## config.mk

```make
export PLATFORM = sky130hd
export DESIGN_NAME = lcd_timing_register_core
export DESIGN_NICKNAME = d
export VERILOG_FILES = /design/src/logic/lcd_timing_pkg.sv /design/src/logic/pin_sync.sv /design/src/logic/sync_fifo.sv /design/src/logic/lcd_timing_register_core.sv
export SDC_FILE = /design/constraint.sdc
export NUM_CORES = 1
export LEC_CHECK = 0
export BUFFER_PORTS_ARGS = -buffer_cell sky130_fd_sc_hd__clkbuf_2
export CAP_MARGIN = 20
export CORE_UTILIZATION = 51
export CTS_BUF_LIST = sky130_fd_sc_hd__clkbuf_8 sky130_fd_sc_hd__clkbuf_16
export DETAILED_ROUTE_END_ITERATION = 10
export GPL_ROUTABILITY_DRIVEN = 0
export PLACE_DENSITY = 0.71
export SYNTH_ARGS = -nofsm -noshare
export SYNTH_HDL_FRONTEND = slang
export SYNTH_SLANG_ARGS = --single-unit
export TNS_END_PERCENT = 20
```

## constraint.sdc

```tcl
create_clock -name clock -period 7.54 [get_ports clock]
set_input_delay 1.131 -clock clock [delete_from_list [all_inputs] [get_ports clock]]
set_output_delay 1.131 -clock clock [all_outputs]
set_load 0.1 [all_outputs]
```

## src/logic/lcd_timing_pkg.sv

```systemverilog
// shared constants for the lcd timing core
package lcd_timing_pkg;
   localparam int IDX_W  = 5;
   localparam int MA_W   = 16;
   localparam int RAS_W  = 5;
   localparam int SYNC_W = 32;
   localparam int FIFO_W = 16;
   localparam int FIFO_D = 4;
   // data register indices
   localparam logic [4:0] IDX_HDISP    = 5'h01;
   localparam logic [4:0] IDX_MAXRAS   = 5'h09;
   localparam logic [4:0] IDX_CURSTART = 5'h0A;
   localparam logic [4:0] IDX_CUREND   = 5'h0B;
   localparam logic [4:0] IDX_STARTH   = 5'h0C;
   localparam logic [4:0] IDX_STARTL   = 5'h0D;
   localparam logic [4:0] IDX_CURH     = 5'h0E;
   localparam logic [4:0] IDX_CURL     = 5'h0F;
   localparam logic [4:0] IDX_VWIDTH   = 5'h12;
   localparam logic [4:0] IDX_DUTYH    = 5'h13;
   localparam logic [4:0] IDX_DUTYL    = 5'h14;
   localparam logic [4:0] IDX_DSTART   = 5'h15;
   localparam logic [4:0] IDX_MODE     = 5'h16;
   // field positions
   localparam int BLINK_HI    = 6;
   localparam int BLINK_LO    = 5;
   localparam int MODE_GRAPH  = 0;
   localparam int MODE_WIDE   = 2;
   localparam int MODE_ATTR   = 3;
   localparam int ATTR_REV    = 8;
   localparam int BLINK32_BIT = 4;
   localparam int BLINK64_BIT = 5;
   localparam logic [1:0] BLINK_STEADY = 2'h0;
   localparam logic [1:0] BLINK_OFF    = 2'h1;
   localparam logic [1:0] BLINK_32     = 2'h2;
   localparam logic [1:0] BLINK_64     = 2'h3;
   // timing counts, one dot per clock
   localparam logic [3:0] DOT_LAST_NARROW = 4'h7;
   localparam logic [3:0] DOT_LAST_WIDE   = 4'hF;
   localparam logic [7:0] HBLANK_CHARS    = 8'h04;
   localparam logic [2:0] STEP_LAST       = 3'h7;
endpackage : lcd_timing_pkg

```

## src/logic/pin_sync.sv

```systemverilog
// two-flop synchroniser bank for pins
`timescale 1ns/1ps
`default_nettype none
module pin_sync #(
   parameter int W = 8
) (
   input  wire logic         clock,
   input  wire logic         rst_n,
   input  wire logic [W-1:0] async_in,
   output logic      [W-1:0] sync_out
);
   genvar i;
   generate
      for (i = 0; i < W; i++) begin : g_bit
         logic meta_ff;
         always_ff @(posedge clock or negedge rst_n) begin
            if (!rst_n) begin
               meta_ff     <= 1'h0;
               sync_out[i] <= 1'h0;
            end else begin
               meta_ff     <= async_in[i];
               sync_out[i] <= meta_ff;
            end
         end
      end
   endgenerate
endmodule : pin_sync
`default_nettype wire

```

## src/logic/sync_fifo.sv

```systemverilog
// small fall-through fifo with valid/ready on both sides
`timescale 1ns/1ps
`default_nettype none
module sync_fifo #(
   parameter int W = 16,
   parameter int D = 4
) (
   input  wire logic         clock,
   input  wire logic         rst_n,
   input  wire logic         in_valid,
   output logic              in_ready,
   input  wire logic [W-1:0] in_data,
   output logic              out_valid,
   input  wire logic         out_ready,
   output logic      [W-1:0] out_data
);
   localparam int AW = $clog2(D);
   logic [W-1:0] mem_ff [D];
   logic [AW-1:0] wp_ff;
   logic [AW-1:0] rp_ff;
   logic [AW:0]   cnt_ff;
   logic          push;
   logic          pop;
   // count is one bit wider than the pointers so full is seen at exactly D
   assign in_ready  = (cnt_ff < (AW+1)'(D));
   assign out_valid = (cnt_ff != '0);
   assign out_data  = mem_ff[rp_ff];
   assign push      = in_valid && in_ready;
   assign pop       = out_valid && out_ready;
   always_ff @(posedge clock) begin
      if (push) begin
         mem_ff[wp_ff] <= in_data;
      end
   end
   always_ff @(posedge clock or negedge rst_n) begin
      if (!rst_n) begin
         wp_ff  <= '0;
         rp_ff  <= '0;
         cnt_ff <= '0;
      end else begin
         if (push) wp_ff <= (wp_ff == AW'(D-1)) ? '0 : wp_ff + 1'b1;
         if (pop) rp_ff <= (rp_ff == AW'(D-1)) ? '0 : rp_ff + 1'b1;
         cnt_ff <= cnt_ff + (AW+1)'(push) - (AW+1)'(pop);
      end
   end
endmodule : sync_fifo
`default_nettype wire

```

## src/logic/lcd_timing_register_core.sv

```systemverilog
// lcd timing core: registers, raster and row counters, lcd output timing
// Behaviour
// - row shows set chars, 8 or 16 dots
// - raster register N gives N+1 rasters
// - blink code: steady, off, 32, 64 frames
// - cursor between start and end raster
// - each frame starts at start address
// - cursor address readable, others read zero
// - next row start adds virtual width
// - top row begins at display start raster
// - mode setting is register bit or pin
// - reset pin clears dot, char and line counters, keeps frame count and registers
// - lcd outputs hold, shift clock set by mode; memory address and display timing low, memory clock high in reset
// - registers accessible during reset pin
// - mode bits 0, 2, 3 select graphic, wide, attribute
// - select low writes index; unmapped writes ignored
`timescale 1ns/1ps
`default_nettype none
module lcd_timing_register_core (
   input  wire logic                           clock,
   input  wire logic                           reset_n,
   input  wire logic                           reset_n_in,
   input  wire logic                           chip_select_n,
   input  wire logic                           read_n,
   input  wire logic                           write_n,
   input  wire logic                           register_select,
   input  wire logic [7:0]                     db_in,
   output logic      [7:0]                     db_out,
   output logic                                db_oe_n,
   input  wire logic                           pin_graphic,
   input  wire logic                           pin_wide,
   input  wire logic                           attribute_select,
   input  wire logic [lcd_timing_pkg::MA_W-1:0] memory_data_in,
   output logic      [lcd_timing_pkg::MA_W-1:0] memory_address_out,
   output logic      [lcd_timing_pkg::RAS_W-1:0] raster_address_out,
   output logic                                display_timing_out,
   output logic                                cursor_display_out,
   output logic                                memory_clock_out,
   output logic                                line_latch_clock,
   output logic                                data_shift_clock,
   output logic                                first_line_marker,
   output logic      [3:0]                     upper_panel_data,
   output logic      [3:0]                     lower_panel_data
);
   import lcd_timing_pkg::*;

   logic              rst_meta_ff;
   logic              rst_n_ff;
   logic [SYNC_W-1:0] pins_raw;
   logic [SYNC_W-1:0] pins_syn;
   logic              s_res_n, s_cs_n, s_rd_n, s_wr_n, s_rs;
   logic              s_graph, s_wide, s_attr;
   logic [7:0]        s_db;
   logic [MA_W-1:0]   s_md;
   logic              wr_prev_ff;
   logic              wr_take;
   logic [IDX_W-1:0]  index_ff;
   logic [7:0]        hdisp_ff;
   logic [RAS_W-1:0]  maxras_ff;
   logic [6:0]        curstart_ff;
   logic [RAS_W-1:0]  curend_ff;
   logic [MA_W-1:0]   start_ff;
   logic [MA_W-1:0]   cursor_ff;
   logic [7:0]        vwidth_ff;
   logic [8:0]        duty_ff;
   logic [RAS_W-1:0]  dstart_ff;
   logic [3:0]        mode_ff;
   logic              res;
   logic              graph, wide16, attr;
   logic [3:0]        dot_last;
   logic [3:0]        dot_ff;
   logic [7:0]        char_ff;
   logic [8:0]        line_ff;
   logic [RAS_W-1:0]  raster_ff;
   logic [MA_W-1:0]   row_ff;
   logic [5:0]        frame_ff;
   logic [7:0]        line_chars;
   logic              run, char_end, line_end, frame_end, row_end;
   logic              disp, blink_on, cur_hit;
   logic [MA_W-1:0]   nxt_ma;
   logic [2:0]        step_ff;
   logic              step_en;
   logic              fifo_in_ready, fifo_out_valid, pop;
   logic [FIFO_W-1:0] fifo_out;
   logic [FIFO_W-1:0] word;
   logic [7:0]        sh_ff;
   logic              left_ff;

   // reset release through two flops
   always_ff @(posedge clock or negedge reset_n) begin
      if (!reset_n) begin
         rst_meta_ff <= 1'h0;
         rst_n_ff    <= 1'h0;
      end else begin
         rst_meta_ff <= 1'h1;
         rst_n_ff    <= rst_meta_ff;
      end
   end

   // every pin crosses two flops before use
   assign pins_raw = {reset_n_in, chip_select_n, read_n, write_n, register_select,
                      pin_graphic, pin_wide, attribute_select, db_in, memory_data_in};
   pin_sync #(.W(SYNC_W)) u_sync (
      .clock    (clock),
      .rst_n    (rst_n_ff),
      .async_in (pins_raw),
      .sync_out (pins_syn)
   );
   assign {s_res_n, s_cs_n, s_rd_n, s_wr_n, s_rs, s_graph, s_wide, s_attr, s_db, s_md} = pins_syn;
   assign res = !s_res_n;

   // write taken on rising edge of the write strobe
   always_ff @(posedge clock or negedge rst_n_ff) begin
      if (!rst_n_ff) wr_prev_ff <= 1'h1;
      else wr_prev_ff <= s_wr_n;
   end
   assign wr_take = !wr_prev_ff && s_wr_n && !s_cs_n;

   // writes land whether or not the reset pin is low
   always_ff @(posedge clock or negedge rst_n_ff) begin
      if (!rst_n_ff) begin
         index_ff    <= '0;
         hdisp_ff    <= '0;
         maxras_ff   <= '0;
         curstart_ff <= '0;
         curend_ff   <= '0;
         start_ff    <= '0;
         cursor_ff   <= '0;
         vwidth_ff   <= '0;
         duty_ff     <= '0;
         dstart_ff   <= '0;
         mode_ff     <= '0;
      end else if (wr_take && !s_rs) begin
         index_ff <= s_db[IDX_W-1:0];
      end else if (wr_take) begin
         if (index_ff == IDX_HDISP) hdisp_ff <= s_db;
         else if (index_ff == IDX_MAXRAS) maxras_ff <= s_db[RAS_W-1:0];
         else if (index_ff == IDX_CURSTART) curstart_ff <= s_db[6:0];
         else if (index_ff == IDX_CUREND) curend_ff <= s_db[RAS_W-1:0];
         else if (index_ff == IDX_STARTH) start_ff[15:8] <= s_db;
         else if (index_ff == IDX_STARTL) start_ff[7:0] <= s_db;
         else if (index_ff == IDX_CURH) cursor_ff[15:8] <= s_db;
         else if (index_ff == IDX_CURL) cursor_ff[7:0] <= s_db;
         else if (index_ff == IDX_VWIDTH) vwidth_ff <= s_db;
         else if (index_ff == IDX_DUTYH) duty_ff[8] <= s_db[0];
         else if (index_ff == IDX_DUTYL) duty_ff[7:0] <= s_db;
         else if (index_ff == IDX_DSTART) dstart_ff <= s_db[RAS_W-1:0];
         else if (index_ff == IDX_MODE) mode_ff <= s_db[3:0];
      end
   end

   // cursor address read back; others read zero
   always_ff @(posedge clock or negedge rst_n_ff) begin
      if (!rst_n_ff) begin
         db_out  <= 8'h00;
         db_oe_n <= 1'h1;
      end else begin
         db_oe_n <= !(!s_rd_n && !s_cs_n && s_rs);
         if (index_ff == IDX_CURH) db_out <= cursor_ff[15:8];
         else if (index_ff == IDX_CURL) db_out <= cursor_ff[7:0];
         else db_out <= 8'h00;
      end
   end

   // mode is register bit or pin
   assign graph  = mode_ff[MODE_GRAPH] | s_graph;
   assign attr   = mode_ff[MODE_ATTR] | s_attr;
   assign wide16 = graph | mode_ff[MODE_WIDE] | s_wide;
   assign dot_last   = wide16 ? DOT_LAST_WIDE : DOT_LAST_NARROW;
   assign line_chars = hdisp_ff + HBLANK_CHARS - 8'h01;
   // full fifo stalls the whole raster scan
   assign run        = !res && fifo_in_ready;
   assign char_end   = run && (dot_ff >= dot_last);
   assign line_end   = char_end && (char_ff >= line_chars);
   assign frame_end  = line_end && (line_ff >= duty_ff);
   assign row_end    = line_end && (raster_ff >= maxras_ff);
   assign disp       = char_ff < hdisp_ff;

   always_ff @(posedge clock or negedge rst_n_ff) begin
      if (!rst_n_ff) begin
         dot_ff  <= '0;
         char_ff <= '0;
         line_ff <= '0;
      end else if (res) begin
         dot_ff  <= '0;
         char_ff <= '0;
         line_ff <= '0;
      end else if (run) begin
         dot_ff <= char_end ? 4'h0 : dot_ff + 4'h1;
         if (line_end) char_ff <= 8'h00;
         else if (char_end) char_ff <= char_ff + 8'h01;
         if (frame_end) line_ff <= 9'h000;
         else if (line_end) line_ff <= line_ff + 9'h001;
      end
   end

   // frame restarts at start address and raster
   always_ff @(posedge clock or negedge rst_n_ff) begin
      if (!rst_n_ff) begin
         row_ff    <= '0;
         raster_ff <= '0;
         frame_ff  <= '0;
      end else if (res) begin
         row_ff    <= start_ff;
         raster_ff <= dstart_ff;
      end else if (frame_end) begin
         row_ff    <= start_ff;
         raster_ff <= dstart_ff;
         frame_ff  <= frame_ff + 6'h01;
      end else if (row_end) begin
         row_ff    <= row_ff + {8'h00, vwidth_ff};
         raster_ff <= '0;
      end else if (line_end) begin
         raster_ff <= raster_ff + 5'h01;
      end
   end

   always_comb begin
      case (curstart_ff[BLINK_HI:BLINK_LO])
         BLINK_STEADY: blink_on = 1'h1;
         BLINK_OFF:    blink_on = 1'h0;
         BLINK_32:     blink_on = frame_ff[BLINK32_BIT];
         default:      blink_on = frame_ff[BLINK64_BIT];
      endcase
   end
   assign nxt_ma  = row_ff + {8'h00, char_ff};
   assign cur_hit = (nxt_ma == cursor_ff) && blink_on
                    && (raster_ff >= curstart_ff[RAS_W-1:0]) && (raster_ff <= curend_ff);

   // memory side outputs during reset pin
   always_ff @(posedge clock or negedge rst_n_ff) begin
      if (!rst_n_ff) begin
         memory_address_out <= '0;
         display_timing_out <= 1'h0;
         cursor_display_out <= 1'h0;
         memory_clock_out   <= 1'h1;
      end else if (res) begin
         memory_address_out <= '0;
         display_timing_out <= 1'h0;
         cursor_display_out <= 1'h0;
         memory_clock_out   <= 1'h1;
      end else begin
         memory_address_out <= nxt_ma;
         display_timing_out <= disp;
         cursor_display_out <= disp && cur_hit;
         memory_clock_out   <= wide16 ? !dot_ff[3] : !dot_ff[2];
      end
   end

   // lcd strobes hold during reset pin
   always_ff @(posedge clock or negedge rst_n_ff) begin
      if (!rst_n_ff) begin
         raster_address_out <= '0;
         line_latch_clock   <= 1'h0;
         first_line_marker  <= 1'h0;
      end else if (!res) begin
         raster_address_out <= raster_ff;
         line_latch_clock   <= line_end;
         first_line_marker  <= (line_ff == 9'h000);
      end
   end

   // output step divider: one enable per eight clocks
   always_ff @(posedge clock or negedge rst_n_ff) begin
      if (!rst_n_ff) step_ff <= '0;
      else if (!res) step_ff <= step_ff + 3'h1;
   end
   assign step_en = !res && (step_ff == STEP_LAST);

   // shift clock fixed by mode in reset
   always_ff @(posedge clock or negedge rst_n_ff) begin
      if (!rst_n_ff) data_shift_clock <= 1'h0;
      else if (res) data_shift_clock <= wide16;
      else data_shift_clock <= step_ff[2];
   end

   // display words wait here; drain stops in reset, and no words enter while the scan is held
   sync_fifo #(.W(FIFO_W), .D(FIFO_D)) u_fifo (
      .clock     (clock),
      .rst_n     (rst_n_ff),
      .in_valid  (char_end && disp),
      .in_ready  (fifo_in_ready),
      .in_data   (s_md),
      .out_valid (fifo_out_valid),
      .out_ready (pop),
      .out_data  (fifo_out)
   );
   assign pop  = step_en && !left_ff;
   // reverse video from the attribute byte in character mode
   assign word = (attr && !graph && fifo_out[ATTR_REV])
                 ? {fifo_out[15:8], ~fifo_out[7:0]} : fifo_out;

   // panel data holds while reset pin low
   always_ff @(posedge clock or negedge rst_n_ff) begin
      if (!rst_n_ff) begin
         upper_panel_data <= '0;
         lower_panel_data <= '0;
         sh_ff            <= '0;
         left_ff          <= 1'h0;
      end else if (step_en) begin
         if (left_ff) begin
            upper_panel_data <= sh_ff[3:0];
            lower_panel_data <= sh_ff[7:4];
            left_ff          <= 1'h0;
         end else if (fifo_out_valid) begin
            upper_panel_data <= word[3:0];
            lower_panel_data <= word[7:4];
            sh_ff            <= word[15:8];
            left_ff          <= wide16;
         end
      end
   end
endmodule : lcd_timing_register_core
`default_nettype wire

```

==> impl_results.md <==
- FP Rows: 61
- Endpoints failing setup: 0
- Iteration-0 DRC Markers: 564
- All-Layer GR Usage: 22.5%
- Synth cell types: 78
- WL/cell: 18.9 um
- Total length of routed wires: 31.1 mm
- Largest net degree at the start of global routing: 167
- Async SR Flop Fraction: 80.5%
- Maximum fanout along the worst path: 20
- First-pass GRT wire length: 50.9 mm
- WS Path Type: reg -> reg
- Final hold viol count: 0
- CTS buffer count: 36
- Netlist Area Pre-Place: 0.0147 mm^2
- Final #Nets: 1,349
- Clock-pin slew on the worst setup and hold paths: 0.06 ns
- Initial antenna violation count: 0
- Area growth syn-to-layout: 13.8%
- Status: finished clean
- Fillers: 2,298
- Clock share of power: 34.4%
- Minimum clock period: 3.40 ns
- CTS resizes: 0
- PwrDens: 307 mW/mm^2
- Ys flop type: dfrtp_1
- Share of layout cells above drive strength 1: 22.7%
- Max incr delay on CP: 0.38 ns
- Post-synthesis compound-gate area fraction: 8.76%
- Sw frac: 32.1%
- Leakage power: 7.44 nW
- Register bit total from synthesis: 329
- Power share of the combinational group: 22.9%
- Layout Skew: 0.0219 ns
- Sequential Power Share: 42.7%
- Largest family of logic cells by synthesized area: multiplexers
- H-tree levels: 2
- Die Wd: 172 um
- Maximum clock insertion buffer count: 3
- CP Launch Type: flip-flop
- M2 GR Usage: 33.6%
- Max-Slew Margin vs Limit: 28.9%
- CP max-delay cell: a21oi_1
- Hold slack: 0.328 ns
- Max Slew Vio Count: 0
- Port buffer count: 77
- TritonCTS clock tree: built
- Congestion Overflow GR: 0
- Core ar.: 0.0281 mm^2
- Mux contribution to synthesized area: 10.7%
- Vias/cell: 5.59
- Die footprint: 0.0296 mm^2
- Post-Synth Adder-Cell Area: 6.60%
- YS warnings: 0
- Crit path max-delay family: compound AO/OA/AOI/OAI gates
- Number of global-route vias before repair: 9,195
- Ports: 78
- Crit. End Element: flip-flop
- Synth Area in Simple Gates: 9.43%
- Antenna diode instance count: 0
- RSZ-0062 raised after global routing: false
- Sequential cell area fraction in the yosys report: 58.1%
- Clock Latency Late Sink: 0.52 ns
- Peak supply drop: 0.195 mV
- Count of flip-flops with a built-in enable after synthesis: 64
- Placement Setup Slack: 4.14 ns
- Max-Cap Viols: 0
- Fmax: 294 MHz
- Reg2reg path depth: 14
- # hold bufs at CTS: 0
- Initial core utilization: 52.5%
- Via Count: 9,189
- Met3 Usage GRT: 4.85%
- GRT busiest layer: met2
- Net Count, Synth: 1,263
- CP arrival: 3.78 ns
- Drt drc: 0
- WP buf/inv: 2
- Cells after Synth: 1,153
- Synth Area in XOR/XNOR: 3.66%
- Clock root cell: clkbuf_16
- Post-layout utilization of the core: 59.7%
- Worst slew pin tran: 1.06 ns
- Final worst-path cycle share: 45.1%
- Internal power: 3.49 mW
- Final setup TNS: 0 ns
- WP depth: 14
- Worst EP required: 7.92 ns
- Die span in y: 172 um
- Final antenna-violating net count: 0
- Post-CTS Setup Inserts: 0
- Hold Path Class: reg -> async
- Psw: 1.65 mW
- Cell Chain, Critical Path: inv_1 -> ha_1 -> nor2_1 -> nand3_1 -> xnor2_1 -> ha_1 -> a41oi_1 -> o21ai_1 -> a21oi_1 -> o21ai_1 -> a21oi_1 -> buf_4 -> mux2i_1 -> a2bb2oi_1
- GR Util met1: 33.4%
- Clock sink count: 329
- Dpl hpwl: 20.4 mm
- Setup ws final: 4.14 ns
- DR pass1 iterations: 7
- Syn_area_per_cell: 12.8 um^2
==> kinds of logic after synthesis <==
family	after synthesis
compound gates	185
xor+xnor	60
fa+ha+maj	76
buf+inv	100
flops	329
mux	125
other cells	1
simple gates	277
==> flip-flops by register name, summed over array words and instances (netlist names), 5 cells and up <==
signal,count
line_ff,9
raster_ff,5
curend_ff,5
frame_ff,6
db_out,8
hdisp_ff,8
char_ff,8
cursor_ff,16
start_ff,16
raster_address_out,5
duty_ff,9
dstart_ff,5
maxras_ff,5
u_sync.g_bit.meta_ff,32
u_fifo.mem_ff,64
vwidth_ff,8
memory_address_out,16
curstart_ff,7
row_ff,16
u_sync.sync_out,32
sh_ff,8
index_ff,5
==> stage by stage <==
stage	instance area [um^2]	power, mW	cells
floorplan	14700	3.12	1153
global placement	15500	3.36	1577
detailed placement	15500	3.39	1577
CTS	16800	5.18	1643
global route	16800	5.39	1645
finish	16800	5.14	1645
==> final timing paths <==
kind	start	end	slack, ns
max	hdisp_ff[0]	row_ff[14]	4.14
min	rst_n_ff	u_sync.g_bit[30].meta_ff	0.33
max reg2reg	hdisp_ff[0]	row_ff[14]	4.14
min reg2reg	rst_n_ff	u_sync.g_bit[30].meta_ff	0.33
max in group asynchronous	rst_n_ff	data_shift_clock	5.35
min in group clock	u_sync.g_bit[20].meta_ff	u_sync.sync_out[20]	0.34
==> cell usage in the layout, fill, tap and decap left out, types with 22 or more instances in the layout <==
cell type / netlist / routed
edfxtp_1: 64 / 64
clkbuf_16: 0 / 36
a21oi_1: 27 / 27
xnor2_1: 30 / 30
nand3_1: 22 / 22
o21ai_0: 42 / 42
mux2_2: 106 / 106
dfrtp_1: 262 / 261
clkbuf_2: 0 / 78
nor2_1: 63 / 63
inv_1: 57 / 65
xor2_1: 29 / 29
ha_1: 73 / 73
nand2_1: 79 / 79
==> routing by layer <==
metal / vias up / part of all wire (%)
li1: 4328 / -
met1: 4595 / 48
met2: 226 / 44
met3: 40 / 6.2
met4: 0 / 1.7
met5: - / 0
==> layout make-up <==
class | instances | area, um^2 | area share (%)
repair buffers | 90 | 493 | 2.94
clock inverters | 25 | 254 | 1.51
multi-input cells | 724 | 5800 | 34.6
inverters | 58 | 218 | 1.30
well taps | 378 | 473 | 2.82
clock buffers | 41 | 970 | 5.78
flip-flops and latches | 329 | 8560 | 51.1
==> cell usage after synthesis (4+ instances only) <==
master / count / share of area (%)
a31oi_1: 9 / 0.38
o21ai_0: 42 / 1.4
ha_1: 73 / 6.2
o211ai_1: 8 / 0.41
o21a_1: 11 / 0.56
mux4_2: 16 / 2.4
o2111ai_1: 4 / 0.24
nand2b_1: 12 / 0.51
and2_1: 9 / 0.38
a221o_1: 6 / 0.41
a21o_1: 5 / 0.25
xnor2_1: 30 / 1.8
nor4_1: 4 / 0.17
edfxtp_1: 64 / 13
dfrtp_1: 262 / 44
inv_1: 57 / 1.5
o21ai_1: 12 / 0.41
a22o_1: 8 / 0.48
mux2_2: 106 / 8.1
nor2b_1: 11 / 0.47
a21oi_1: 27 / 0.92
xor2_1: 29 / 1.7
nor3_1: 18 / 0.61
o31ai_1: 4 / 0.20
a2bb2oi_1: 4 / 0.24
a21boi_0: 7 / 0.36
nand3_1: 22 / 0.75
nor2_1: 63 / 1.6
nand3b_1: 4 / 0.20
or3_1: 7 / 0.30
clkbuf_1: 33 / 0.84
nand2_1: 79 / 2.0
nand4_1: 10 / 0.42
nor3b_1: 6 / 0.31
a211oi_1: 11 / 0.56
and3_1: 15 / 0.64
==> power groups by stage <==
stage | Clock (mW) | Sequential (mW) | Combinational (mW)
after detailed placement | 0 | 2.22 | 1.16
after global placement | 0 | 2.22 | 1.15
after global routing | 1.88 | 2.22 | 1.28
after floorplan | 0 | 2.45 | 0.676
final | 1.77 | 2.20 | 1.18
after CTS | 1.81 | 2.19 | 1.18
Note: power is estimated with default switching activity, not from simulation.
